<file path="config.mk">
export PLATFORM = sky130hd
export DESIGN_NAME = dlc_line_control_regs
export DESIGN_NICKNAME = d
export VERILOG_FILES = /design/src/dlc_pkg.sv /design/src/dlc_sync.sv /design/src/dlc_line_control_regs.sv
export SDC_FILE = /design/constraint.sdc
export NUM_CORES = 1
export LEC_CHECK = 0
export ABC_AREA = 1
export CAP_MARGIN = 10
export CORE_MARGIN = 3
export CORE_UTILIZATION = 50
export DETAILED_ROUTE_END_ITERATION = 7
export DONT_BUFFER_PORTS = 1
export SYNTH_ARGS = -nofsm -noshare
export SYNTH_HDL_FRONTEND = slang
export SYNTH_SLANG_ARGS = --single-unit
export TNS_END_PERCENT = 10
</file>
<file path="constraint.sdc">
create_clock -name clk_sys -period 3.6 [get_ports clk_sys]
set_clock_uncertainty 0.05 [all_clocks]
set_input_delay 0.54 -clock clk_sys [delete_from_list [all_inputs] [get_ports clk_sys]]
set_output_delay 0.54 -clock clk_sys [all_outputs]
set_load 0.005 [all_outputs]
</file>
<file path="src/dlc_pkg.sv">
// Package of register offsets, field positions, reset values and timing for the line control block.
// Function
// - Negative ring flag reads live ring state.
// - Positive ring flag reads live ring state.
// - Ring indicator clears 4.5-9 s or off-hook.
// - Monitor enable selects low-power on-hook monitoring.
// - Off-hook request ORed with enabled pin.
// - Mode bit set skips off-hook timeout counter.
// - Transmit attenuation code drives call-progress output.
// - Receive attenuation code drives call-progress output.
// - Line-side powerdown bit drives low-power mode.
// - System powerdown holds until internal reset.
package dlc_pkg;
   // Register indices; the byte address on the bus is four times the index.
   localparam int IDX_LINE_CTRL = 5;
   localparam int IDX_LEVEL_CTRL = 6;
   localparam int IDX_RSVD7 = 7;
   localparam logic [7:0] ADDR_LINE_CTRL = 8'(IDX_LINE_CTRL * 4);
   localparam logic [7:0] ADDR_LEVEL_CTRL = 8'(IDX_LEVEL_CTRL * 4);
   localparam logic [7:0] ADDR_RSVD7 = 8'(IDX_RSVD7 * 4);
   localparam logic [7:0] ADDR_IRQ_STATUS = 8'h20;
   localparam logic [7:0] ADDR_IRQ_MASK = 8'h24;
   localparam logic [7:0] ADDR_PIN_CTRL = 8'h28;
   localparam int BIT_RING_NEG = 6;
   localparam int BIT_RING_POS = 5;
   localparam int BIT_MONITOR = 3;
   localparam int BIT_RING_IND = 2;
   localparam int BIT_OFFHOOK = 0;
   localparam int BIT_TX_HI = 6;
   localparam int BIT_RX_HI = 5;
   localparam int BIT_LINE_PD = 4;
   localparam int BIT_SYS_PD = 3;
   localparam int BIT_TX_LO = 1;
   localparam int BIT_RX_LO = 0;
   localparam logic [7:0] LINE_CTRL_RESET = 8'h00;
   localparam logic [7:0] LEVEL_CTRL_RESET = 8'h70;
   localparam logic [7:0] LINE_CTRL_WMASK = 8'h09;
   localparam logic [7:0] LEVEL_CTRL_WMASK = 8'h7b;
   localparam int IRQ_RING = 0;
   localparam int IRQ_RING_END = 1;
   localparam int IRQ_OFFHOOK = 2;
   localparam int IRQ_W = 3;
   localparam int CLK_HZ = 200000000;
   localparam int RING_HOLD_MS = 6000;
   localparam longint RING_HOLD_CYC = longint'(RING_HOLD_MS) * CLK_HZ / 1000;
   localparam int OFFHOOK_TIMEOUT_MS = 250;
   localparam longint OFFHOOK_TIMEOUT_CYC = longint'(OFFHOOK_TIMEOUT_MS) * CLK_HZ / 1000;
   localparam int CNT_W = 32;
endpackage

</file>
<file path="src/dlc_sync.sv">
// Two-stage synchroniser for a vector of asynchronous inputs.
`timescale 1ns/1ps
module dlc_sync #(
   parameter int W = 1
) (
   // Clock and reset.
   input wire logic clk_sys,
   input wire logic rst,
   // Data.
   input wire logic [W-1:0] asyncIn,
   output logic [W-1:0] syncOut
);
   logic [W-1:0] stage1_ff;

   always_ff @(posedge clk_sys) begin
      if (rst) begin
         stage1_ff <= '0;
         syncOut <= '0;
      end else begin
         stage1_ff <= asyncIn;
         syncOut <= stage1_ff;
      end
   end
endmodule

</file>
<file path="src/dlc_line_control_regs.sv">
// Line hook, ring and call-progress control registers behind an APB slave.
//
// The implementer's own choice: the APB interface to the registers.
`timescale 1ns/1ps
module dlc_line_control_regs #(
   parameter logic [31:0] RING_HOLD = 32'(dlc_pkg::RING_HOLD_CYC),
   parameter logic [31:0] OFFHOOK_TIMEOUT = 32'(dlc_pkg::OFFHOOK_TIMEOUT_CYC)
) (
   // Clock and reset.
   input wire logic clk_sys,
   input wire logic rst,
   // APB slave.
   input wire logic psel,
   input wire logic penable,
   input wire logic pwrite,
   input wire logic [7:0] paddr,
   input wire logic [31:0] pwdata,
   output logic [31:0] prdata,
   output logic pready,
   output logic pslverr,
   // Line-side status pins.
   input wire logic ringNegIn,
   input wire logic ringPosIn,
   input wire logic offhookPinIn,
   input wire logic modeSelIn,
   input wire logic softResetIn,
   // Line-side controls.
   output logic offhookOut,
   output logic monitorOut,
   output logic [1:0] txAttenOut,
   output logic [1:0] rxAttenOut,
   output logic txMuteOut,
   output logic rxMuteOut,
   output logic linePowerdownOut,
   output logic sysPowerdownOut,
   output logic irqOut
);
   logic ringNeg;
   logic ringPos;
   logic offhookPin;
   logic modeSel;
   logic softReset;
   logic [7:0] lineCtrl_ff;
   logic [7:0] levelCtrl_ff;
   logic [7:0] pinCtrl_ff;
   logic ringInd_ff;
   logic ringPosDly_ff;
   logic [31:0] ringCnt_ff;
   logic [31:0] hookCnt_ff;
   logic hookWait_ff;
   logic offhookEff;
   logic offhookDly_ff;
   logic [dlc_pkg::IRQ_W-1:0] irqStatus_ff;
   logic [dlc_pkg::IRQ_W-1:0] irqMask_ff;
   logic [dlc_pkg::IRQ_W-1:0] irqEvent;
   logic wrEn;
   logic rdEn;
   logic regRst;
   logic [31:0] nxt_rdata;
   logic ringEnd;

   dlc_sync #(.W(5)) u_sync (
      .clk_sys(clk_sys),
      .rst(rst),
      .asyncIn({ringNegIn, ringPosIn, offhookPinIn, modeSelIn, softResetIn}),
      .syncOut({ringNeg, ringPos, offhookPin, modeSel, softReset})
   );

   // Software reset returns the registers to their reset values as a full reset would.
   assign regRst = rst | softReset;
   assign wrEn = psel & penable & pwrite;
   assign rdEn = psel & ~penable & ~pwrite;

   always_ff @(posedge clk_sys) begin
      if (regRst) begin
         lineCtrl_ff <= dlc_pkg::LINE_CTRL_RESET;
      end else if (wrEn && paddr == dlc_pkg::ADDR_LINE_CTRL) begin
         lineCtrl_ff <= pwdata[7:0] & dlc_pkg::LINE_CTRL_WMASK;
      end
   end

   always_ff @(posedge clk_sys) begin
      if (regRst) begin
         levelCtrl_ff <= dlc_pkg::LEVEL_CTRL_RESET;
      end else if (wrEn && paddr == dlc_pkg::ADDR_LEVEL_CTRL) begin
         // The system powerdown bit is sticky until reset; software cannot clear it.
         levelCtrl_ff <= (pwdata[7:0] & dlc_pkg::LEVEL_CTRL_WMASK)
            | (levelCtrl_ff & 8'h08);
      end
   end

   always_ff @(posedge clk_sys) begin
      if (regRst) begin
         pinCtrl_ff <= 8'h00;
      end else if (wrEn && paddr == dlc_pkg::ADDR_PIN_CTRL) begin
         pinCtrl_ff <= {7'h00, pwdata[0]};
      end
   end

   // Effective hook state: register request ORed with the pin when the pin is enabled.
   assign offhookEff = lineCtrl_ff[dlc_pkg::BIT_OFFHOOK] | (pinCtrl_ff[0] & offhookPin);

   // Off-hook timeout: after going on-hook, going off-hook again waits for the counter.
   always_ff @(posedge clk_sys) begin
      if (regRst) begin
         offhookDly_ff <= 1'b0;
         hookWait_ff <= 1'b0;
         hookCnt_ff <= 32'h0;
      end else begin
         offhookDly_ff <= offhookOut;
         if (offhookDly_ff && !offhookOut && !modeSel) begin
            hookWait_ff <= 1'b1;
            hookCnt_ff <= OFFHOOK_TIMEOUT;
         end else if (hookWait_ff && hookCnt_ff <= 32'h1) begin
            hookWait_ff <= 1'b0;
            hookCnt_ff <= 32'h0;
         end else if (hookWait_ff) begin
            hookCnt_ff <= hookCnt_ff - 32'h1;
         end
      end
   end

   always_ff @(posedge clk_sys) begin
      if (regRst) begin
         offhookOut <= 1'b0;
      end else if (!offhookEff) begin
         offhookOut <= 1'b0;
      end else if (!hookWait_ff) begin
         offhookOut <= 1'b1;
      end
   end

   // Ring indicator: set on ringing, held while rings recur, cleared after hold or off-hook.
   assign ringEnd = ringInd_ff && !ringPos && !ringNeg && ringCnt_ff == 32'h1;

   always_ff @(posedge clk_sys) begin
      if (regRst) begin
         ringInd_ff <= 1'b0;
         ringPosDly_ff <= 1'b0;
         ringCnt_ff <= 32'h0;
      end else begin
         ringPosDly_ff <= ringPos;
         if (offhookOut) begin
            ringInd_ff <= 1'b0;
            ringCnt_ff <= 32'h0;
         end else if (ringPos || ringNeg) begin
            ringInd_ff <= 1'b1;
            ringCnt_ff <= RING_HOLD;
         end else if (ringEnd) begin
            ringInd_ff <= 1'b0;
            ringCnt_ff <= 32'h0;
         end else if (ringCnt_ff != 32'h0) begin
            ringCnt_ff <= ringCnt_ff - 32'h1;
         end
      end
   end

   // Control outputs follow the registers.
   always_ff @(posedge clk_sys) begin
      if (regRst) begin
         // Outputs match the register reset value so the call-progress paths stay muted.
         monitorOut <= 1'b0;
         txAttenOut <= 2'h2;
         rxAttenOut <= 2'h2;
         txMuteOut <= 1'b1;
         rxMuteOut <= 1'b1;
         linePowerdownOut <= 1'b1;
         sysPowerdownOut <= 1'b0;
      end else begin
         monitorOut <= lineCtrl_ff[dlc_pkg::BIT_MONITOR];
         txAttenOut <= {levelCtrl_ff[dlc_pkg::BIT_TX_HI], levelCtrl_ff[dlc_pkg::BIT_TX_LO]};
         rxAttenOut <= {levelCtrl_ff[dlc_pkg::BIT_RX_HI], levelCtrl_ff[dlc_pkg::BIT_RX_LO]};
         txMuteOut <= levelCtrl_ff[dlc_pkg::BIT_TX_HI] & ~levelCtrl_ff[dlc_pkg::BIT_TX_LO];
         rxMuteOut <= levelCtrl_ff[dlc_pkg::BIT_RX_HI] & ~levelCtrl_ff[dlc_pkg::BIT_RX_LO];
         linePowerdownOut <= levelCtrl_ff[dlc_pkg::BIT_LINE_PD];
         sysPowerdownOut <= levelCtrl_ff[dlc_pkg::BIT_SYS_PD];
      end
   end

   // Interrupt events: positive ring start, ring indicator expiry, hook change.
   assign irqEvent = {offhookOut ^ offhookDly_ff, ringEnd, ringPos & ~ringPosDly_ff};

   always_ff @(posedge clk_sys) begin
      if (regRst) begin
         irqStatus_ff <= '0;
      end else if (wrEn && paddr == dlc_pkg::ADDR_IRQ_STATUS) begin
         // A new event in the clearing cycle wins over the clear.
         irqStatus_ff <= (irqStatus_ff & ~pwdata[dlc_pkg::IRQ_W-1:0]) | irqEvent;
      end else begin
         irqStatus_ff <= irqStatus_ff | irqEvent;
      end
   end

   always_ff @(posedge clk_sys) begin
      if (regRst) begin
         irqMask_ff <= '0;
      end else if (wrEn && paddr == dlc_pkg::ADDR_IRQ_MASK) begin
         irqMask_ff <= pwdata[dlc_pkg::IRQ_W-1:0];
      end
   end

   always_ff @(posedge clk_sys) begin
      if (regRst) begin
         irqOut <= 1'b0;
      end else begin
         irqOut <= |(irqStatus_ff & irqMask_ff);
      end
   end

   // Read mux; status bits are live.
   always_comb begin
      nxt_rdata = 32'h0;
      case (paddr)
         dlc_pkg::ADDR_LINE_CTRL: begin
            nxt_rdata[7:0] = lineCtrl_ff;
            nxt_rdata[dlc_pkg::BIT_RING_NEG] = ringNeg;
            nxt_rdata[dlc_pkg::BIT_RING_POS] = ringPos;
            nxt_rdata[dlc_pkg::BIT_RING_IND] = ringInd_ff;
         end
         dlc_pkg::ADDR_LEVEL_CTRL: begin
            nxt_rdata[7:0] = levelCtrl_ff;
         end
         dlc_pkg::ADDR_RSVD7: begin
            nxt_rdata = 32'h0;
         end
         dlc_pkg::ADDR_IRQ_STATUS: begin
            nxt_rdata[dlc_pkg::IRQ_W-1:0] = irqStatus_ff;
         end
         dlc_pkg::ADDR_IRQ_MASK: begin
            nxt_rdata[dlc_pkg::IRQ_W-1:0] = irqMask_ff;
         end
         dlc_pkg::ADDR_PIN_CTRL: begin
            nxt_rdata[0] = pinCtrl_ff[0];
         end
         default: begin
            nxt_rdata = 32'h0;
         end
      endcase
   end

   // Zero-wait slave: data latched in setup, pready high through the access phase.
   always_ff @(posedge clk_sys) begin
      if (rst) begin
         prdata <= 32'h0;
         pready <= 1'b0;
         pslverr <= 1'b0;
      end else begin
         pready <= psel & ~penable;
         pslverr <= 1'b0;
         if (rdEn) begin
            prdata <= nxt_rdata;
         end
      end
   end

   a_ring_off_clear: assert property (@(posedge clk_sys) disable iff (regRst)
      offhookOut |=> !ringInd_ff)
      else $error("Ring indicator stayed set while off-hook.");

   a_ring_set: assert property (@(posedge clk_sys) disable iff (regRst)
      (ringPos && !offhookOut) |=> ringInd_ff)
      else $error("Ring indicator not set on ringing.");

   a_hook_or: assert property (@(posedge clk_sys) disable iff (regRst)
      (!offhookEff) |=> !offhookOut)
      else $error("Line stayed off-hook without request.");

   a_hook_go: assert property (@(posedge clk_sys) disable iff (regRst)
      (offhookEff && !hookWait_ff) |=> offhookOut)
      else $error("Off-hook request not honoured.");

   a_mode_nowait: assert property (@(posedge clk_sys) disable iff (regRst)
      (offhookDly_ff && !offhookOut && modeSel && !hookWait_ff) |=> !hookWait_ff)
      else $error("Timeout counter started with mode bit set.");

   a_tx_mute: assert property (@(posedge clk_sys) disable iff (regRst)
      (txAttenOut == 2'h2) |-> txMuteOut)
      else $error("Transmit mute code did not mute.");

   a_rx_mute: assert property (@(posedge clk_sys) disable iff (regRst)
      (rxAttenOut == 2'h2) |-> rxMuteOut)
      else $error("Receive mute code did not mute.");

   a_line_pd: assert property (@(posedge clk_sys) disable iff (regRst)
      ##2 linePowerdownOut == $past(levelCtrl_ff[dlc_pkg::BIT_LINE_PD]))
      else $error("Line powerdown output does not follow register.");

   a_sys_pd_hold: assert property (@(posedge clk_sys) disable iff (regRst)
      levelCtrl_ff[dlc_pkg::BIT_SYS_PD] |=> levelCtrl_ff[dlc_pkg::BIT_SYS_PD])
      else $error("System powerdown cleared without reset.");

   a_rsvd_zero: assert property (@(posedge clk_sys) disable iff (regRst)
      (lineCtrl_ff & ~dlc_pkg::LINE_CTRL_WMASK) == 8'h00)
      else $error("Reserved bit stored a write.");

   a_level_rsvd: assert property (@(posedge clk_sys) disable iff (regRst)
      (levelCtrl_ff & ~dlc_pkg::LEVEL_CTRL_WMASK) == 8'h00)
      else $error("Reserved level bit stored a write.");

   a_ring_expire: assert property (@(posedge clk_sys) disable iff (regRst)
      ringEnd |=> !ringInd_ff)
      else $error("Ring indicator stayed set after its hold time.");

   a_monitor: assert property (@(posedge clk_sys) disable iff (regRst)
      ##1 monitorOut == $past(lineCtrl_ff[dlc_pkg::BIT_MONITOR]))
      else $error("Monitor output does not follow register.");
endmodule

</file>
==> run summary <==
* finished clean — result of the run
* 3 — H-Tree Level Count
* sky130_fd_sc_hd__nand2_1, sky130_fd_sc_hd__nor2_1, sky130_fd_sc_hd__dfxtp_1 — commonest cells in the netlist
* 38.0% — share of Yosys cell area claimed by the top area cell type
* 924 — Final Net Count
* false — setup repair after global routing missed its margin
* 0.875 ns — Worst Max-Slew Pin Slew
* in -> reg — path class of the lowest-slack min-delay path
* 0 — overflow left after global routing
* 0 — number of port buffers
* 35 — distinct cell type count after synthesis
* 112 — number of synthesized register bits
* 0.886 — routability-driven placement congestion ratio
* 5228 — vias after detailed routing
* 6.76 sq um — Mapped Avg Cell Area
* reg -> reg — Worst Setup Path Type
* 1.50 ns — Setup WS post-layout
* 0 — number of design rule violations left after detail routing
* 51.4% — initial core utilization
* done — TritonCTS clock tree
* 2.35 ns — CP arrival
* 39 — floorplan row count
* sky130_fd_sc_hd__dfxtp_1 — top cell type by total area after synthesis
* sky130_fd_sc_hd__dfxtp_1, sky130_fd_sc_hd__nand2_1, sky130_fd_sc_hd__nor2_1 — cell types with the largest area share after synthesis
* sky130_fd_sc_hd__clkbuf_16 — Clock Tree Root
* 0 ns — setup tns final
* 7.09% — share of post-route cells with drive strength above 1
* sky130_fd_sc_hd__nand2_1 — cell with the most instances after synthesis
* 0 — Warnings, synthesis
* 2240 sq um — area taken by flip-flops and latches
* 872 — Syn Inst Count
* 3.85 ns — data required time at the worst endpoint
* 477 MHz — maximum clock frequency
* 95 — Top Ports
* 29 — pin count of the biggest net entering global routing
* 13100 sq um — area of the die
* 0 — number of enable flip-flop cells after synthesis
* 53.9% — core occupancy in the finished layout
* 0 — reported max-cap violation count
* 0% — share of synthesized flip-flops with an asynchronous set or reset
* 9 — number of buffers added by the clock tree synthesis step
* 0 — count of cells resized by post-cts repair
* 427 uV — maximum VDD drop
* 22.5% — Overall Global Routing Usage
* flop — type of element launching the critical path
* 14100 um — WL final
* sky130_fd_sc_hd__dfxtp_1 — most common flop cell mapped by yosys
* 286 — Initial DRC Count
* 4935 — via count of the first global-routing pass
* 1184 — count of filler cells inserted in the layout
* 0 — Finish-stage setup viols
* flop — capturing element type of the critical path
* 23500 um — global-route wire length before repair
* 0.36 ns — latest clock arrival within the worst-skew pair
* 13.8 um — detail-routed net length per standard cell
* 58.2% — final critical-path share of the clock period
* 5890 sq um — area of the mapped netlist
* 28 — Critical Path Fanout Max
* 112 — Sink Count
* 2.10 ns — post-layout min period
* 10500 um — HPWL after detailed placement
* 5 — number of iterations in the first detailed-routing pass
* 0 — Final Max Slew Viols
* 0 — total setup buffers inserted after CTS
* 115 um — Die Width
* 115 um — Die Y-Extent
* 1.30 ns — worst slack at placement
* 0.00286 uW — Leakage Power
* 0 — number of antenna-violating nets in the routed design
* 0 — number of antenna repair diodes
* 38.0% — part of the Yosys area used for sequential elements
* 11500 sq um — Placeable Area
* 2 — Max Root-Sink Buffers
* 0.08 ns — clock transition at the register clock pins on the worst setup and hold paths after CTS
* 41.2% — worst slew slack as a fraction of its limit
* 594 nW/um^2 — power density over the cells
* 0 — antenna violations before repair
* 0 — hold violation total from the final report
* 4.95% — area delta synth->final
* 0 — cts hold-fix bufs
* 0.179 ns — worst hold-check slack
* 3050 sq um — total area of multi-input combinational cells
* 5.14 — Via-to-Cell Ratio
-- kinds of logic (layout without fill, tap and decap cells) --
| logic type | after synthesis | in the layout | synth area share, % |
|---|---|---|---|
| other | 1 | 26 | 0.0636 |
| AO/OA/AOI/OAI | 102 | 102 | 9.06 |
| adder cells (fa/ha/maj) | 5 | 5 | 1.06 |
| XOR/XNOR | 26 | 26 | 3.86 |
| AND/OR/NAND/NOR | 477 | 477 | 36.0 |
| buffers and inverters | 149 | 126 | 11.9 |
| flip-flops | 112 | 112 | 38.0 |
-- through the flow --
step           area, sq um  instances  total power, uW
2_1_floorplan         5990        897             2450
3_3_place_gp          5890       1001             2670
3_5_place_dp          5890       1001             2680
4_1_cts               6190       1017             3710
5_1_grt               6190       1017             3930
6_report              6190       1017             3680
-- cell type report --
type / count / share of cell area, %
timing repair buffer: 2 / 0.243
tap: 143 / 2.89
sequential: 112 / 36.2
multi-input combinational: 636 / 49.2
clock inverter: 6 / 1.09
clock buffer: 10 / 3.70
inverter: 108 / 6.59
-- worst max-delay path: stages, from the launching register on --
cell	delay, ns
sky130_fd_sc_hd__dfxtp_1	0.33
sky130_fd_sc_hd__nor2_4	0.32
sky130_fd_sc_hd__inv_2	0.31
sky130_fd_sc_hd__nor2_1	0.24
sky130_fd_sc_hd__nand3_2	0.43
sky130_fd_sc_hd__inv_1	0.19
sky130_fd_sc_hd__nand2_1	0.07
sky130_fd_sc_hd__nor2_1	0.08
-- flip-flops by register name, summed over array words and instances, names as in the netlist, 2 cells and up --
name / flops
irqStatus_ff: 3
prdata: 7
u_sync.syncOut: 5
irqMask_ff: 3
levelCtrl_ff: 6
hookCnt_ff: 32
rxAttenOut: 2
txAttenOut: 2
ringCnt_ff: 32
u_sync.stage1_ff: 5
lineCtrl_ff: 2
-- final timing paths --
path	from	to	slack (ns)	depth (start not counted)
worst max-delay path	u_sync.syncOut[0]	ringCnt_ff[20]	1.50	7
worst min-delay path	rst	prdata[1]	0.18	1
worst max register to register	u_sync.syncOut[0]	ringCnt_ff[20]	1.50	7
worst min register to register	u_sync.stage1_ff[4]	u_sync.syncOut[4]	0.36	2
-- cell usage in the layout (no fill, tap or decap), types with 15 or more instances in the layout --
cell / n
sky130_fd_sc_hd__a21oi_1: 54
sky130_fd_sc_hd__conb_1: 26
sky130_fd_sc_hd__dfxtp_1: 112
sky130_fd_sc_hd__inv_1: 104
sky130_fd_sc_hd__nand2_1: 177
sky130_fd_sc_hd__nand3_1: 49
sky130_fd_sc_hd__nand4_1: 18
sky130_fd_sc_hd__nor2_1: 174
sky130_fd_sc_hd__nor2_2: 16
sky130_fd_sc_hd__nor3_1: 15
sky130_fd_sc_hd__o21ai_0: 38
sky130_fd_sc_hd__xnor2_1: 15
-- report_power, final --
| part | internal (uW) | leakage [uW] | switching, uW | total (uW) |
|---|---|---|---|---|
| clock | 495 | 0.000146 | 515 | 1010 |
| sequential | 1330 | 0.000910 | 105 | 1440 |
| combinational | 398 | 0.00181 | 828 | 1230 |
| total | 2230 | 0.00286 | 1450 | 3680 |
-- per-layer routing --
layer / global-route usage [%] / share of wire, % / vias to the layer above / routed length, um
met2: 37.0 / 48 / 122 / 6740
met4: 10.5 / 3.2 / 0 / 444
met1: 28.1 / 45 / 2394 / 6270
li1: - / - / 2682 / -
met3: 4.70 / 4.3 / 30 / 609
met5: 0 / 0 / - / 0
No activity file was read; power rests on OpenSTA's default activity.
